### src/pkg/cwd_defs.svh
// Offsets, field positions, reset values and timing counts of the watchdog
`ifndef CWD_DEFS_SVH
`define CWD_DEFS_SVH

// ********************************************************************
// Register byte offsets
// ********************************************************************
`define CWD_ADDR_RATE 12'h000
`define CWD_ADDR_TEST 12'h004
`define CWD_ADDR_SERVICE 12'h008
`define CWD_ADDR_STATUS 12'h00c

// ********************************************************************
// Field positions
// ********************************************************************
`define CWD_TEST_INHIBIT_BIT 0
`define CWD_STAT_CAUSE_LSB 0
`define CWD_STAT_SPECIAL_BIT 2
`define CWD_STAT_ENABLED_BIT 3
`define CWD_STAT_LOCKED_BIT 4

// ********************************************************************
// Reset values and service keys
// ********************************************************************
`define CWD_RATE_RESET 2'h0
`define CWD_SERVICE_KEY1 8'h55
`define CWD_SERVICE_KEY2 8'haa

// ********************************************************************
// Timing counts, in bus (E) cycles; CWD_BUS_DIV counts ref_clk cycles per E cycle
// ********************************************************************
`define CWD_DRIVE_CYCLES 3'h4
`define CWD_SAMPLE_DELAY 3'h2
`define CWD_RATE_WINDOW 7'h40
`define CWD_BUS_DIV 4
`define CWD_BASE_DIV 32768

`endif

### src/pkg/cwd_pkg.sv
// Types shared by the watchdog and reset-sense logic
package cwd_pkg;

	typedef enum logic [1:0] {
		ST_DRIVE,
		ST_WAIT,
		ST_HOLD,
		ST_RUN
	} cwd_state_e;

	typedef enum logic [1:0] {
		CAUSE_NONE,
		CAUSE_EXT,
		CAUSE_WDOG,
		CAUSE_CLKMON
	} cwd_cause_e;

endpackage

### src/core/cwd_divider.sv
// Enable-driven divider that gives a one-cycle tick every DIV enables
module cwd_divider #(
	parameter int DIV = 4,
	parameter int W = 16
) (
	input wire logic ref_clk,
	input wire logic reset_n,
	input wire logic clear,
	input wire logic enable,
	output logic tick
);

	logic [W-1:0] cnt_r;
	logic [W-1:0] cnt_nxt;
	wire atTop = (cnt_r == W'(DIV - 1));

	assign tick = enable && atTop;
	assign cnt_nxt = atTop ? '0 : cnt_r + W'(1);

	always_ff @(posedge ref_clk) begin
		if (!reset_n || clear) begin
			cnt_r <= '0;
		end else if (enable) begin
			cnt_r <= cnt_nxt;
		end
	end

endmodule

### src/core/cwd_top.sv
// Reset-source sensing and software watchdog with an APB register slave
//
// Function
// - Drive reset pin low four bus cycles
// - Sample pin two cycles later; low means external
// - Pin high means watchdog or clock monitor
// - Nonvolatile disable bit gates the watchdog
// - Enable change applies only after system reset
// - Special modes start inhibited; write 0 enables
// - Unserviced watchdog expiry starts system reset
// - Timeout is E over 2^15 times 1/4/16/64
// - Rate field resets to zero, shortest period
// - Normal modes: one rate write, first 64 cycles
// - Timeout up to one base period long, never short
// - Special flag latched as inverse of mode pin
//
// The APB slave port and the register addresses were left to the implementer.
`include "cwd_defs.svh"

module cwd_top #(
	parameter int BUS_DIV = `CWD_BUS_DIV,
	parameter int BASE_DIV = `CWD_BASE_DIV
) (
	input wire logic ref_clk,
	input wire logic reset_n,
	input wire logic psel,
	input wire logic penable,
	input wire logic pwrite,
	input wire logic [11:0] paddr,
	input wire logic [31:0] pwdata,
	output logic [31:0] prdata,
	output logic pready,
	output logic pslverr,
	input wire logic resetPinIn,
	output logic resetPinOut,
	output logic resetPinOe,
	input wire logic mode_pin_b,
	input wire logic watchdog_disable_cfg,
	input wire logic clkMonFail,
	output logic sysReset_n,
	output cwd_pkg::cwd_cause_e resetCause,
	output logic special_mode_flag
);
	import cwd_pkg::*;

	// ****************************************************************
	// Helpers
	// ****************************************************************
	function automatic logic [6:0] rateFactor(input logic [1:0] sel);
		logic [6:0] f;
		f = 7'h01;
		unique case (sel)
			2'h0: f = 7'h01;
			2'h1: f = 7'h04;
			2'h2: f = 7'h10;
			2'h3: f = 7'h40;
		endcase
		return f;
	endfunction

	// ****************************************************************
	// Declarations
	// ****************************************************************
	cwd_state_e state_r;
	cwd_state_e state_nxt;
	cwd_cause_e pendCause_r;
	cwd_cause_e cause_r;
	logic [2:0] phaseCnt_r;
	logic pinS1_r;
	logic pinS2_r;
	logic pinS3_r;
	logic pinFilt_r;
	logic modeS1_r;
	logic modeS2_r;
	logic modeS3_r;
	logic modeFilt_r;
	logic specialMode_r;
	logic nvDisable_r;
	logic inhibit_r;
	logic [1:0] watchdog_rate_sel;
	logic rateWritten_r;
	logic [6:0] winCnt_r;
	logic [6:0] tickCnt_r;
	logic svcArmed_r;
	logic [31:0] prdata_r;
	logic eTick;
	logic baseTick;

	// ****************************************************************
	// Clock enables
	// ****************************************************************
	wire inRun = (state_r == ST_RUN);
	wire sysRst = !reset_n || !inRun;

	cwd_divider #(.DIV(BUS_DIV), .W(16)) busDiv (
		.ref_clk(ref_clk),
		.reset_n(reset_n),
		.clear(1'b0),
		.enable(1'b1),
		.tick(eTick)
	);

	// Base period restarts with each release so it never runs short
	cwd_divider #(.DIV(BASE_DIV), .W(16)) baseDiv (
		.ref_clk(ref_clk),
		.reset_n(reset_n),
		.clear(!inRun),
		.enable(eTick),
		.tick(baseTick)
	);

	// ****************************************************************
	// Pin synchronisers
	// ****************************************************************
	always_ff @(posedge ref_clk) begin
		if (!reset_n) begin
			pinS1_r <= 1'b1;
			pinS2_r <= 1'b1;
			pinS3_r <= 1'b1;
			modeS1_r <= 1'b1;
			modeS2_r <= 1'b1;
			modeS3_r <= 1'b1;
		end else begin
			pinS1_r <= resetPinIn;
			pinS2_r <= pinS1_r;
			pinS3_r <= pinS2_r;
			modeS1_r <= mode_pin_b;
			modeS2_r <= modeS1_r;
			modeS3_r <= modeS2_r;
		end
	end

	always_ff @(posedge ref_clk) begin
		if (!reset_n) begin
			pinFilt_r <= 1'b1;
			modeFilt_r <= 1'b1;
		end else begin
			if (pinS2_r == pinS3_r) begin
				pinFilt_r <= pinS3_r;
			end
			if (modeS2_r == modeS3_r) begin
				modeFilt_r <= modeS3_r;
			end
		end
	end

	// ****************************************************************
	// Reset sequencer
	// ****************************************************************
	wire phaseDone4 = eTick && (phaseCnt_r == `CWD_DRIVE_CYCLES - 3'h1);
	wire sampleNow = (state_r == ST_WAIT) && eTick
		&& (phaseCnt_r == `CWD_SAMPLE_DELAY - 3'h1);
	wire release_w = (state_r == ST_HOLD) && pinFilt_r;
	wire [6:0] factor = rateFactor(watchdog_rate_sel);
	wire expire = baseTick && (tickCnt_r >= factor);
	wire wdogFire = inRun && expire && !nvDisable_r && !inhibit_r;
	wire extLow = inRun && !pinFilt_r;
	wire clkFail = inRun && clkMonFail;
	wire anyEvent = wdogFire || extLow || clkFail;

	always_comb begin
		state_nxt = state_r;
		unique case (state_r)
			ST_DRIVE: begin
				if (phaseDone4) begin
					state_nxt = ST_WAIT;
				end
			end
			ST_WAIT: begin
				if (sampleNow) begin
					state_nxt = ST_HOLD;
				end
			end
			ST_HOLD: begin
				if (pinFilt_r) begin
					state_nxt = ST_RUN;
				end
			end
			ST_RUN: begin
				if (anyEvent) begin
					state_nxt = ST_DRIVE;
				end
			end
		endcase
	end

	always_ff @(posedge ref_clk) begin
		if (!reset_n) begin
			state_r <= ST_DRIVE;
			phaseCnt_r <= 3'h0;
		end else begin
			state_r <= state_nxt;
			if (state_nxt != state_r) begin
				phaseCnt_r <= 3'h0;
			end else if (eTick) begin
				phaseCnt_r <= phaseCnt_r + 3'h1;
			end
		end
	end

	// Open-drain style drive of the reset pin while in the drive phase
	assign resetPinOe = (state_r == ST_DRIVE);
	assign resetPinOut = 1'b0;
	assign sysReset_n = inRun;

	// ****************************************************************
	// Reset source
	// ****************************************************************
	wire cause_e_int = (pendCause_r == CAUSE_WDOG)
		|| (pendCause_r == CAUSE_CLKMON);
	wire cwd_cause_e sampledCause = !pinFilt_r ? CAUSE_EXT : pendCause_r;

	always_ff @(posedge ref_clk) begin
		if (!reset_n) begin
			pendCause_r <= CAUSE_NONE;
			cause_r <= CAUSE_NONE;
		end else begin
			if (inRun && anyEvent) begin
				pendCause_r <= clkFail ? CAUSE_CLKMON :
					(wdogFire ? CAUSE_WDOG : CAUSE_EXT);
			end
			if (sampleNow) begin
				cause_r <= sampledCause;
			end
		end
	end

	assign resetCause = cause_r;

	// ****************************************************************
	// Mode and configuration latched at release
	// ****************************************************************
	always_ff @(posedge ref_clk) begin
		if (!reset_n) begin
			specialMode_r <= 1'b0;
			nvDisable_r <= 1'b1;
		end else if (release_w) begin
			specialMode_r <= !modeFilt_r;
			nvDisable_r <= watchdog_disable_cfg;
		end
	end

	assign special_mode_flag = specialMode_r;

	// ****************************************************************
	// APB decode
	// ****************************************************************
	wire setup = psel && !penable;
	wire access = psel && penable;
	wire hitRate = (paddr == `CWD_ADDR_RATE);
	wire hitTest = (paddr == `CWD_ADDR_TEST);
	wire hitSvc = (paddr == `CWD_ADDR_SERVICE);
	wire hitStat = (paddr == `CWD_ADDR_STATUS);
	wire hit = hitRate || hitTest || hitSvc || hitStat;
	wire wrEn = access && pwrite && hit && inRun;
	wire rateLocked = !specialMode_r
		&& (rateWritten_r || winCnt_r >= `CWD_RATE_WINDOW);
	wire rateWrite = wrEn && hitRate && !rateLocked;
	wire testWrite = wrEn && hitTest && specialMode_r;
	wire svcWrite = wrEn && hitSvc;
	wire svcDone = svcWrite && svcArmed_r
		&& (pwdata[7:0] == `CWD_SERVICE_KEY2);
	wire [31:0] statWord = {27'h0, rateLocked, !nvDisable_r,
		specialMode_r, cause_r};
	wire [31:0] rdMux = hitRate ? {30'h0, watchdog_rate_sel} :
		hitTest ? {31'h0, inhibit_r} :
		hitStat ? statWord : 32'h0;

	assign pready = 1'b1;
	assign pslverr = access && !hit;
	assign prdata = prdata_r;

	always_ff @(posedge ref_clk) begin
		if (!reset_n) begin
			prdata_r <= 32'h0;
		end else if (setup) begin
			prdata_r <= pwrite ? 32'h0 : rdMux;
		end
	end

	// ****************************************************************
	// Rate select and its write window
	// ****************************************************************
	always_ff @(posedge ref_clk) begin
		if (sysRst) begin
			watchdog_rate_sel <= `CWD_RATE_RESET;
			rateWritten_r <= 1'b0;
			winCnt_r <= 7'h0;
		end else begin
			if (eTick && winCnt_r < `CWD_RATE_WINDOW) begin
				winCnt_r <= winCnt_r + 7'h1;
			end
			if (rateWrite) begin
				watchdog_rate_sel <= pwdata[1:0];
				rateWritten_r <= 1'b1;
			end
		end
	end

	// ****************************************************************
	// Test inhibit, set at release in special modes
	// ****************************************************************
	always_ff @(posedge ref_clk) begin
		if (!reset_n) begin
			inhibit_r <= 1'b0;
		end else if (release_w) begin
			inhibit_r <= !modeFilt_r;
		end else if (testWrite) begin
			inhibit_r <= pwdata[`CWD_TEST_INHIBIT_BIT];
		end
	end

	// ****************************************************************
	// Watchdog count and service
	// ****************************************************************
	always_ff @(posedge ref_clk) begin
		if (sysRst) begin
			tickCnt_r <= 7'h0;
			svcArmed_r <= 1'b0;
		end else begin
			if (svcWrite) begin
				svcArmed_r <= (pwdata[7:0] == `CWD_SERVICE_KEY1);
			end
			if (svcDone) begin
				tickCnt_r <= 7'h0;
			end else if (expire) begin
				tickCnt_r <= 7'h0;
			end else if (baseTick) begin
				tickCnt_r <= tickCnt_r + 7'h1;
			end
		end
	end

	logic [2:0] driveTicks_r;
	always_ff @(posedge ref_clk) begin
		if (!reset_n || state_r != ST_DRIVE) begin
			driveTicks_r <= 3'h0;
		end else if (eTick) begin
			driveTicks_r <= driveTicks_r + 3'h1;
		end
	end

	// E ticks since last service or release
	logic [21:0] sinceSvc_r;
	always_ff @(posedge ref_clk) begin
		if (sysRst || svcDone) begin
			sinceSvc_r <= 22'h0;
		end else if (eTick && !(&sinceSvc_r)) begin
			sinceSvc_r <= sinceSvc_r + 22'h1;
		end
	end
endmodule

### config.mk
export PLATFORM = sky130hd
export DESIGN_NAME = cwd_top
export DESIGN_NICKNAME = d
export VERILOG_FILES = /design/src/pkg/cwd_pkg.sv /design/src/core/cwd_divider.sv /design/src/core/cwd_top.sv
export VERILOG_INCLUDE_DIRS = /design/src /design/src/pkg
export SDC_FILE = /design/constraint.sdc
export NUM_CORES = 1
export LEC_CHECK = 0
export BUFFER_PORTS_ARGS = -buffer_cell sky130_fd_sc_hd__buf_4
export CAP_MARGIN = 5
export CORE_MARGIN = 4
export CORE_UTILIZATION = 48
export CTS_CLUSTER_SIZE = 20
export DETAILED_ROUTE_END_ITERATION = 7
export MAX_ROUTING_LAYER = met4
export PLACE_DENSITY = 0.87
export SYNTH_ARGS = -nofsm -noshare
export SYNTH_HDL_FRONTEND = slang
export SYNTH_HIERARCHICAL = 1
export SYNTH_SLANG_ARGS = --single-unit
### constraint.sdc
create_clock -name ref_clk -period 3.1 [get_ports ref_clk]
set_clock_uncertainty 0.1 [all_clocks]
set_input_delay 0.465 -clock ref_clk [delete_from_list [all_inputs] [get_ports ref_clk]]
set_output_delay 0.465 -clock ref_clk [all_outputs]
set_load 0.02 [all_outputs]
Yosys cells after proc, flatten, opt, wreduce, memory -nomap -nowiden
Cells that the tools add are included.
{"block": "classes", "bitwise_logic": 1, "n_addsub": 5, "n_eq_ne": 18, "muxes": 16, "n_lt_le_gt_ge": 3, "n_reduce_logical": 51}
{"op": "$add 16x1->16 const B", "count": 2}
{"op": "$pmux 7 s4", "count": 1}
{"op": "$logic_and 1x1->1", "count": 27}
{"op": "$eq 12x4->1 const B", "count": 2}
{"op": "$mux 5", "count": 4}
{"op": "$eq 16x15->1 const B", "count": 1}
{"op": "$eq 16x2->1 const B", "count": 1}
{"op": "$mux 16", "count": 1}
{"op": "$add 7x1->7 const B", "count": 2}
{"op": "$mux 2", "count": 7}
{"op": "$eq 12x3->1 const B", "count": 1}
{"op": "$logic_not 12->1", "count": 1}
{"op": "$logic_not 1->1", "count": 10}
{"op": "$eq 2x2->1 const B", "count": 4}
{"op": "$eq 8x7->1 const B", "count": 1}
{"op": "$eq 8x8->1 const B", "count": 1}
{"op": "$pmux 2 s4", "count": 1}
{"op": "$ge 7x7->1", "count": 1}
{"op": "$ge 7x7->1 const B", "count": 1}
{"op": "$logic_or 1x1->1", "count": 7}
{"op": "$lt 7x7->1 const B", "count": 1}
{"op": "$eq 2x1->1 const B", "count": 2}
{"op": "$logic_not 2->1", "count": 2}
{"op": "$reduce_or 2->1", "count": 2}
{"op": "other kinds (9)", "count": 11}
{"block": "word_totals", "reg_bits": 102, "wordCells": 117, "inputBits": 53}

Longest topological paths before layout
Gate-level depths: netlist of the first run.
{"block": "logic_depth", "word_depth": 13, "depth_mapped": 13}

Modules after synthesis
The synthesis of the first run kept the hierarchy.
{"module": "cwd_top", "area_per_inst_um2": 2263.4, "n_inst": 1, "cells_each": 264, "seq_area_each_um2": 860.8}
{"module": "cwd_divider at busDiv", "area_per_inst_um2": 810.8, "n_inst": 1, "cells_each": 86, "seq_area_each_um2": 320.3}
{"module": "cwd_divider at baseDiv", "area_per_inst_um2": 748.2, "n_inst": 1, "cells_each": 85, "seq_area_each_um2": 320.3}

Least setup slack after synthesis of the first run
Ideal clock, no wire load.
{"block": "synth_path", "kind": "register -> register", "start": "register busDiv.cnt_r[4]", "end": "register pendCause_r[0]", "t_arrival_ns": 3.037, "path_buffers": 2, "path_slack_ns": -0.155, "setup_time_ns": 0.119, "stages_incl_launch_ff": 12, "t_required_ns": 2.881, "period_less_slack_ns": 3.255, "path_cell_list": "dfxtp_1 -> or4_1 -> nor4_2 -> and3_1 -> buf_4 -> nand4_2 -> or3_2 -> nor3_1 -> clkbuf_8 -> nand3_1 -> or2_2 -> o221a_2"}
{"block": "synth_via", "elab_chain_cells": 9, "word_cells_on_any_way": 11}
{"element": "start, declared", "line_no": "cwd_divider.sv:13", "source": "logic [W-1:0] cnt_r;"}
{"element": "start signal, assigned", "line_no": "cwd_divider.sv:24", "source": "cnt_r <= cnt_nxt;"}
{"element": "$eq 16x2->1 (*)", "line_no": "cwd_divider.sv:15", "source": "wire atTop = (cnt_r == W'(DIV - 1));"}
{"element": "named net eTick", "line_no": "cwd_top.sv:86", "source": "logic eTick;"}
{"element": "$logic_and 1x1->1 (*)", "line_no": "cwd_divider.sv:17", "source": "assign tick = enable && atTop;"}
{"element": "named net baseTick", "line_no": "cwd_top.sv:87", "source": "logic baseTick;"}
{"element": "$logic_and 1x1->1 (*)", "line_no": "cwd_top.sv:155", "source": "wire expire = baseTick && (tickCnt_r >= factor);"}
{"element": "$logic_and 1x1->1 (*) (3 in series)", "line_no": "cwd_top.sv:156", "source": "wire wdogFire = inRun && expire && !nvDisable_r && !inhibit_r;"}
{"element": "$logic_or 1x1->1 (2 in series)", "line_no": "cwd_top.sv:159", "source": "wire anyEvent = wdogFire || extLow || clkFail;"}
{"element": "$logic_and 1x1->1", "line_no": "cwd_top.sv:218", "source": "if (inRun && anyEvent) begin"}
{"element": "end signal, assigned", "line_no": "cwd_top.sv:219", "source": "pendCause_r <= clkFail ? CAUSE_CLKMON :"}
{"element": "end, declared", "line_no": "cwd_top.sv:66", "source": "cwd_cause_e pendCause_r;"}
Mark *: on every way through the listed nets, which the timed path passes. The rest lies on a longest branch.
A chain may end at the register's enable or synchronous reset.

Final worst setup path of the first run
Same ends and word-level chain as after synthesis.

==> impl_metrics.tcl, run 1 <==
set metrics [dict create \
    cts_buffers 9 \
    wl_mm 7.45 \
    synth.avg_cell_area_um2 8.79 \
    grt_setup_unrepaired "false" \
    first_pass_iters 4 \
    min_period_ps 2910 \
    critical_path_class "register to register" \
    grt_pass1_vias 2966 \
    peakVddDrop_v 0.000315 \
    finalPower_uw 1950 \
    slowest_delay_ps 530 \
    vias 3036 \
    clkSinkCount 75 \
    cts_tree "built" \
    std_cell_rows 32 \
    syn2layout_area_growth_pct 14.0 \
    final_nets 547 \
    post_cts_buffers 0 \
    gp_congestion 0.846 \
    drc 0 \
    muxShareOfSynthArea_pct 2.09 \
    clk_latency_ps 340 \
    placedCellCount 574 \
    hp-class "input pin to register" \
    synth_fa_ha_area_share_pct 3.60 \
    num_io_pins 93 \
    post-route-period-util_pct 93.8 \
    worst_setup_path_start_kind "register" \
    layout.cells.non_filler 590 \
    synth_xor_area_share_pct 8.94 \
    synth-async-reset-ratio_pct 0 \
    wire_per_inst_um 12.6 \
    grt_pass1_wl_mm 12.9 \
    vias_per_cell 5.15 \
    crit_path_max_fanout 3 \
    yosysWarningCount 6 \
    h-tree-depth 3 \
    cpMaxStageDelayCell "or4_1" \
    grt_use_total_pct 16.7 \
    critPathRequiredTime_ps 3230 \
    grt_max_degree 21 \
    yosysUniqueCellTypes 61 \
    die_area_um2 9450 \
    synth-simple-area-share_pct 28.5 \
    finalHoldViolations 0 \
    drv_cap 0 \
    die_x_um 97.2 \
    fp.coreArea_um2 7730 \
    root_buffer "clkbuf_8" \
    dpl.hpwl_mm 5.61 \
    synth_area_um2 3820 \
    io_buffer_count 39 \
    whs_ps 212 \
    setup_violations 0 \
    grt_overflow_total 0 \
    max_freq_ghz 0.344 \
    hold_buffers 0 \
    power_density_nw_per_um2 448 \
    synth_edf_count 0 \
    synthFlopType "dfxtp_1" \
    status "completed" \
    cts.path.max_buffers 2 \
    chipHeight_um 97.2 \
    path_clk_slew_ps 80 \
    layout-drive-gt1-share_pct 19.5 \
    path_cells "or4_1 > nor4_2 > and3_1 > nand4_2 > or3_4 > nor3_2 > nand3_1 > or2_2 > o221a_2" \
    antenna_found_initial 0 \
    ys_ff_latch 75 \
    endpoint_kind "register" \
    synth-seq-area-share_pct 39.3 \
    synth_compound_area_share_pct 7.56 \
    drv_slew 0 \
    cts_resized 0 \
    arrival_ps 3040 \
    fin_setup_tns_ps 0 \
    synth_cells 435 \
    postRouteAntennaNets 0 \
    synth_top_family_by_area "simple AND/OR/NAND/NOR gates" \
    antenna_cells 0 \
    start_util_pct 49.5 \
    drt_iter0_drc 89 \
    p_leak_uw 0.00157 \
]
## through the flow
stage	worst slack, ps	utilization [%]	area [um2]
finish	192	56.4	4360
global route	3.38	56.4	4360
CTS	180	56.4	4360
detailed placement	197	53.3	4120
global placement	230	53.3	4120
floorplan	74.0	-	3940
## power breakdown
group / internal (uW) / switching, uW / total (uW)
clock network: 533 / 354 / 887
logic: 33.8 / 63.2 / 97.0
registers: 967 / 2.43 / 969
## registers in the layout, indices dropped and copies added (netlist names), 2 cells and up
name and count:
pendCause_r 2, prdata 5, state_r 2, baseDiv/cnt_r 16, busDiv/cnt_r 16, resetCause 2, tickCnt_r 7, phaseCnt_r 3
winCnt_r 7, watchdog_rate_sel 2
## area by class of cell
class                      instances  area (um2)
timing repair buffer              48         360
fill                             652        3370
multi-input combinational        333        2060
clock inverter                     7         116
clock buffer                       9         124
inverter                          16        65.1
tap                              102         128
sequential                        75        1500
## synth_stat cells, drive strengths merged (2+ instances only)
cell | count | share of area (%)
nand2b | 12 | 2.0
nor4 | 14 | 2.6
nor4bb | 2 | 0.52
clkbuf | 4 | 0.65
xnor2 | 25 | 5.7
o21ai | 13 | 1.7
a211oi | 3 | 0.72
ha | 11 | 3.6
and3 | 3 | 0.49
nor2 | 70 | 7.5
buf | 36 | 7.5
or3 | 3 | 0.52
inv | 16 | 1.7
o21a | 2 | 0.39
mux2i | 8 | 2.1
xor2 | 14 | 3.2
or4 | 4 | 0.88
nand3 | 20 | 2.6
nor3 | 10 | 1.4
nand4 | 16 | 3.7
nor3b | 2 | 0.39
and2 | 2 | 0.36
nand2 | 37 | 3.8
o211ai | 2 | 0.52
a21oi | 12 | 1.7
conb | 2 | 0.20
dfxtp | 75 | 39
## layer usage
metal | GRT usage [%] | vias up | part of all wire, % | wire length (um)
li1 | - | 1529 | - | -
met1 | 18.5 | 1407 | 43 | 3230
met2 | 28.6 | 91 | 49 | 3660
met3 | 5.89 | 9 | 6.3 | 468
met4 | 4.37 | 0 | 1.2 | 89
met5 | - | - | 0 | 0
## cell families after synthesis
logic type / Yosys count
AOI/OAI and AO/OA: 42
muxes: 8
DFF: 75
xor gates and xnor gates: 39
and+or+nand+nor: 202
other: 2
buffers and inverters: 56
adders and majority gates: 11
## worst max-delay path, delay by kind of cell (launching register included)
| family | cells | cell delay, ps |
|---|---|---|
| flip-flops | 1 | 310 |
| AND/OR/NAND/NOR | 8 | 2110 |
| AO/OA/AOI/OAI | 1 | 270 |
## layout by cell type, fill, tap and decap left out, types with 3 or more instances in the layout
master	n
dfxtp_1	75
nor2_1	60
buf_4	48
nand2_1	36
conb_1	31
xnor2_1	25
nand3_1	20
inv_1	15
xor2_1	14
o21ai_0	13
nand2b_1	12
nor4_1	12
nand4_1	12
a21oi_1	11
ha_1	11
nor2_2	10
clkbuf_8	9
nor3_1	8
mux2i_1	8
and3_1	3
or4_1	3
bufinv_16	3
## final timing paths
check	to	slack, ps	cells past startpoint	startpoint
hold / removal	pinS1_r$_SDFF_PN1_	210	2	resetPinIn
setup reg to reg	pendCause_r[0]$_SDFFE_PN0P_	190	9	busDiv/cnt_r[4]$_SDFFE_PP0P_
setup / recovery	pendCause_r[0]$_SDFFE_PN0P_	190	9	busDiv/cnt_r[4]$_SDFFE_PP0P_
hold reg to reg	pinS2_r$_SDFF_PN1_	310	1	pinS1_r$_SDFF_PN1_
No activity file was read; power rests on OpenSTA's default activity.
==> run 2, diff against run 1 <==
--- a/config.mk
+++ b/config.mk
@@ -12,7 +12,6 @@
 export CORE_UTILIZATION = 48
 export CTS_CLUSTER_SIZE = 20
 export DETAILED_ROUTE_END_ITERATION = 7
-export MAX_ROUTING_LAYER = met4
 export PLACE_DENSITY = 0.87
 export SYNTH_ARGS = -nofsm -noshare
 export SYNTH_HDL_FRONTEND = slang
==> run 2 against run 1 <==
Effect of this change: global-route usage shrank 0.52 points; first-iteration DRC count shrank 10%; total power is essentially flat; combinational power is essentially flat; setup slack gained 0.97 ps; utilization is the same; count of clock-buffer cells in the layout is the same; register-to-register slack is essentially flat; final cell count is the same; hold slack lost 2.3 ps; flip-flop and latch count is the same; critical path depth is the same; critical path type unchanged; critical endpoint unchanged; highest routed layer unchanged.
==> impl_metrics.tcl, run 2 (same netlist as run 1, synthesis figures left out) <==
set metrics [dict create \
    drc 0 \
    wire_per_inst_um 12.7 \
    final_cell_mix "dfxtp_1, nor2_1, buf_4" \
    num_io_pins 93 \
    grt_pass1_vias 2967 \
    p_clk_share_pct 45.4 \
    grt_pass1_wl_mm 12.9 \
    peakVddDrop_v 0.000313 \
    grt_setup_unrepaired "false" \
    antenna_found_initial 0 \
    clk_latency_ps 340 \
    drv_slew 0 \
    drt_iter0_drc 80 \
    die_x_um 97.2 \
    p_leak_uw 0.00157 \
    crit_path_max_fanout 3 \
    std_cell_rows 32 \
    max_freq_ghz 0.344 \
    fin_ws_ps 193 \
    multi_input_area_um2 2060 \
    n_fill_cell 652 \
    hp-class "input pin to register" \
    root_buffer "clkbuf_8" \
    seqCellArea_um2 1500 \
    arrival_ps 3040 \
    p_int_uw 1530 \
    largest_registers "baseDiv/cnt_r x16, busDiv/cnt_r x16" \
    vias_per_cell 5.13 \
    dpl.hpwl_mm 5.61 \
    cts_resized 0 \
    grt_use_total_pct 16.1 \
    critical_path_class "register to register" \
    start_util_pct 49.5 \
    setup_violations 0 \
    hold_buffers 0 \
    cts.path.max_buffers 2 \
    finalHoldViolations 0 \
    min_period_ps 2910 \
    layout-drive-gt1-share_pct 19.5 \
    switching_share_pct 21.5 \
    critPathRequiredTime_ps 3240 \
    chipHeight_um 97.2 \
    p_sw_uw 419 \
    gp_congestion 0.833 \
    antenna_cells 0 \
    first_pass_iters 4 \
    drv_cap 0 \
    cts_tree "built" \
    wl_mm 7.47 \
    post_cts_buffers 0 \
    grt_overflow_total 0 \
    h-tree-depth 3 \
    power_density_nw_per_um2 448 \
    seqPwrFrac_pct 49.6 \
    final_nets 547 \
    fp.coreArea_um2 7730 \
    vias 3026 \
    path_clk_slew_ps 80 \
    die_area_um2 9450 \
    place_ws_ps 197 \
    endpoint_kind "register" \
    clkSinkCount 75 \
    layout_commonest_cell "dfxtp_1" \
    combPwrFrac_pct 5.0 \
    status "completed" \
    postRouteAntennaNets 0 \
    syn2layout_area_growth_pct 14.0 \
    worst_setup_path_start_kind "register" \
    post-route-period-util_pct 93.8 \
    io_buffer_count 39 \
    fin_setup_tns_ps 0 \
    cts_buffers 9 \
    grt_max_degree 21 \
]
==> run 2: cell counts in the layout (fill, tap and decap cells not counted) <==
Identical to the previous run, type by type.
==> run 2: routing by layer <==
layer | GRT usage (%) | routed length (um) | vias up | part of all wire, %
met4 | 4.37 | 92 | 0 | 1.2
met5 | 0 | 0 | - | 0
met1 | 18.5 | 3190 | 1400 | 43
li1 | - | - | 1526 | -
met2 | 28.6 | 3690 | 90 | 49
met3 | 5.67 | 485 | 10 | 6.5
==> run 2: per-stage QoR <==
| stage | power (uW) | util, % | hold WS (ps) | area (um2) | cells |
|---|---|---|---|---|---|
| finish | 1950 | 56.4 | 209 | 4360 | 590 |
| global placement | 1090 | 53.3 | 298 | 4120 | 574 |
| CTS | 1970 | 56.4 | 192 | 4360 | 590 |
| detailed placement | 1090 | 53.3 | 292 | 4120 | 574 |
| global route | 2020 | 56.4 | 190 | 4360 | 590 |
| floorplan | 1080 | - | 286 | 3940 | 464 |
==> run 2: path summary, 6_finish.rpt <==
path | startpoint | cells after the start | end | slack (ps)
setup / recovery | busDiv/cnt_r[4]$_SDFFE_PP0P_ | 9 | pendCause_r[0]$_SDFFE_PN0P_ | 190
hold / removal | resetPinIn | 2 | pinS1_r$_SDFF_PN1_ | 210
setup reg to reg | busDiv/cnt_r[4]$_SDFFE_PP0P_ | 9 | pendCause_r[0]$_SDFFE_PN0P_ | 190
hold reg to reg | pinS1_r$_SDFF_PN1_ | 1 | pinS2_r$_SDFF_PN1_ | 310
==> run 2: final cells by class <==
type | count | share of cell area (%)
Clock buffer | 9 | 2.84
Inverter | 16 | 1.49
Clock inverter | 7 | 2.67
Sequential cell | 75 | 34.5
Tap cell | 102 | 2.93
Multi-Input combinational cell | 333 | 47.3
Timing Repair Buffer | 48 | 8.27
==> run 2: power groups by stage <==
stage | Sequential [uW] | Clock, uW | Combinational (uW)
2_1_floorplan | 991 | 0 | 86.3
3_3_place_gp | 991 | 0 | 94.0
3_5_place_dp | 992 | 0 | 95.8
4_1_cts | 969 | 906 | 96.1
5_1_grt | 970 | 944 | 105
6_report | 969 | 886 | 97.0
==> run 2: worst max-delay path: stages, from the launching register on <==
cell     delay [ps]
dfxtp_1         310
or4_1           530
nor4_2          190
and3_1          240
nand4_2         100
or3_4           410
nor3_2          210
nand3_1         110
or2_2           320
o221a_2         270
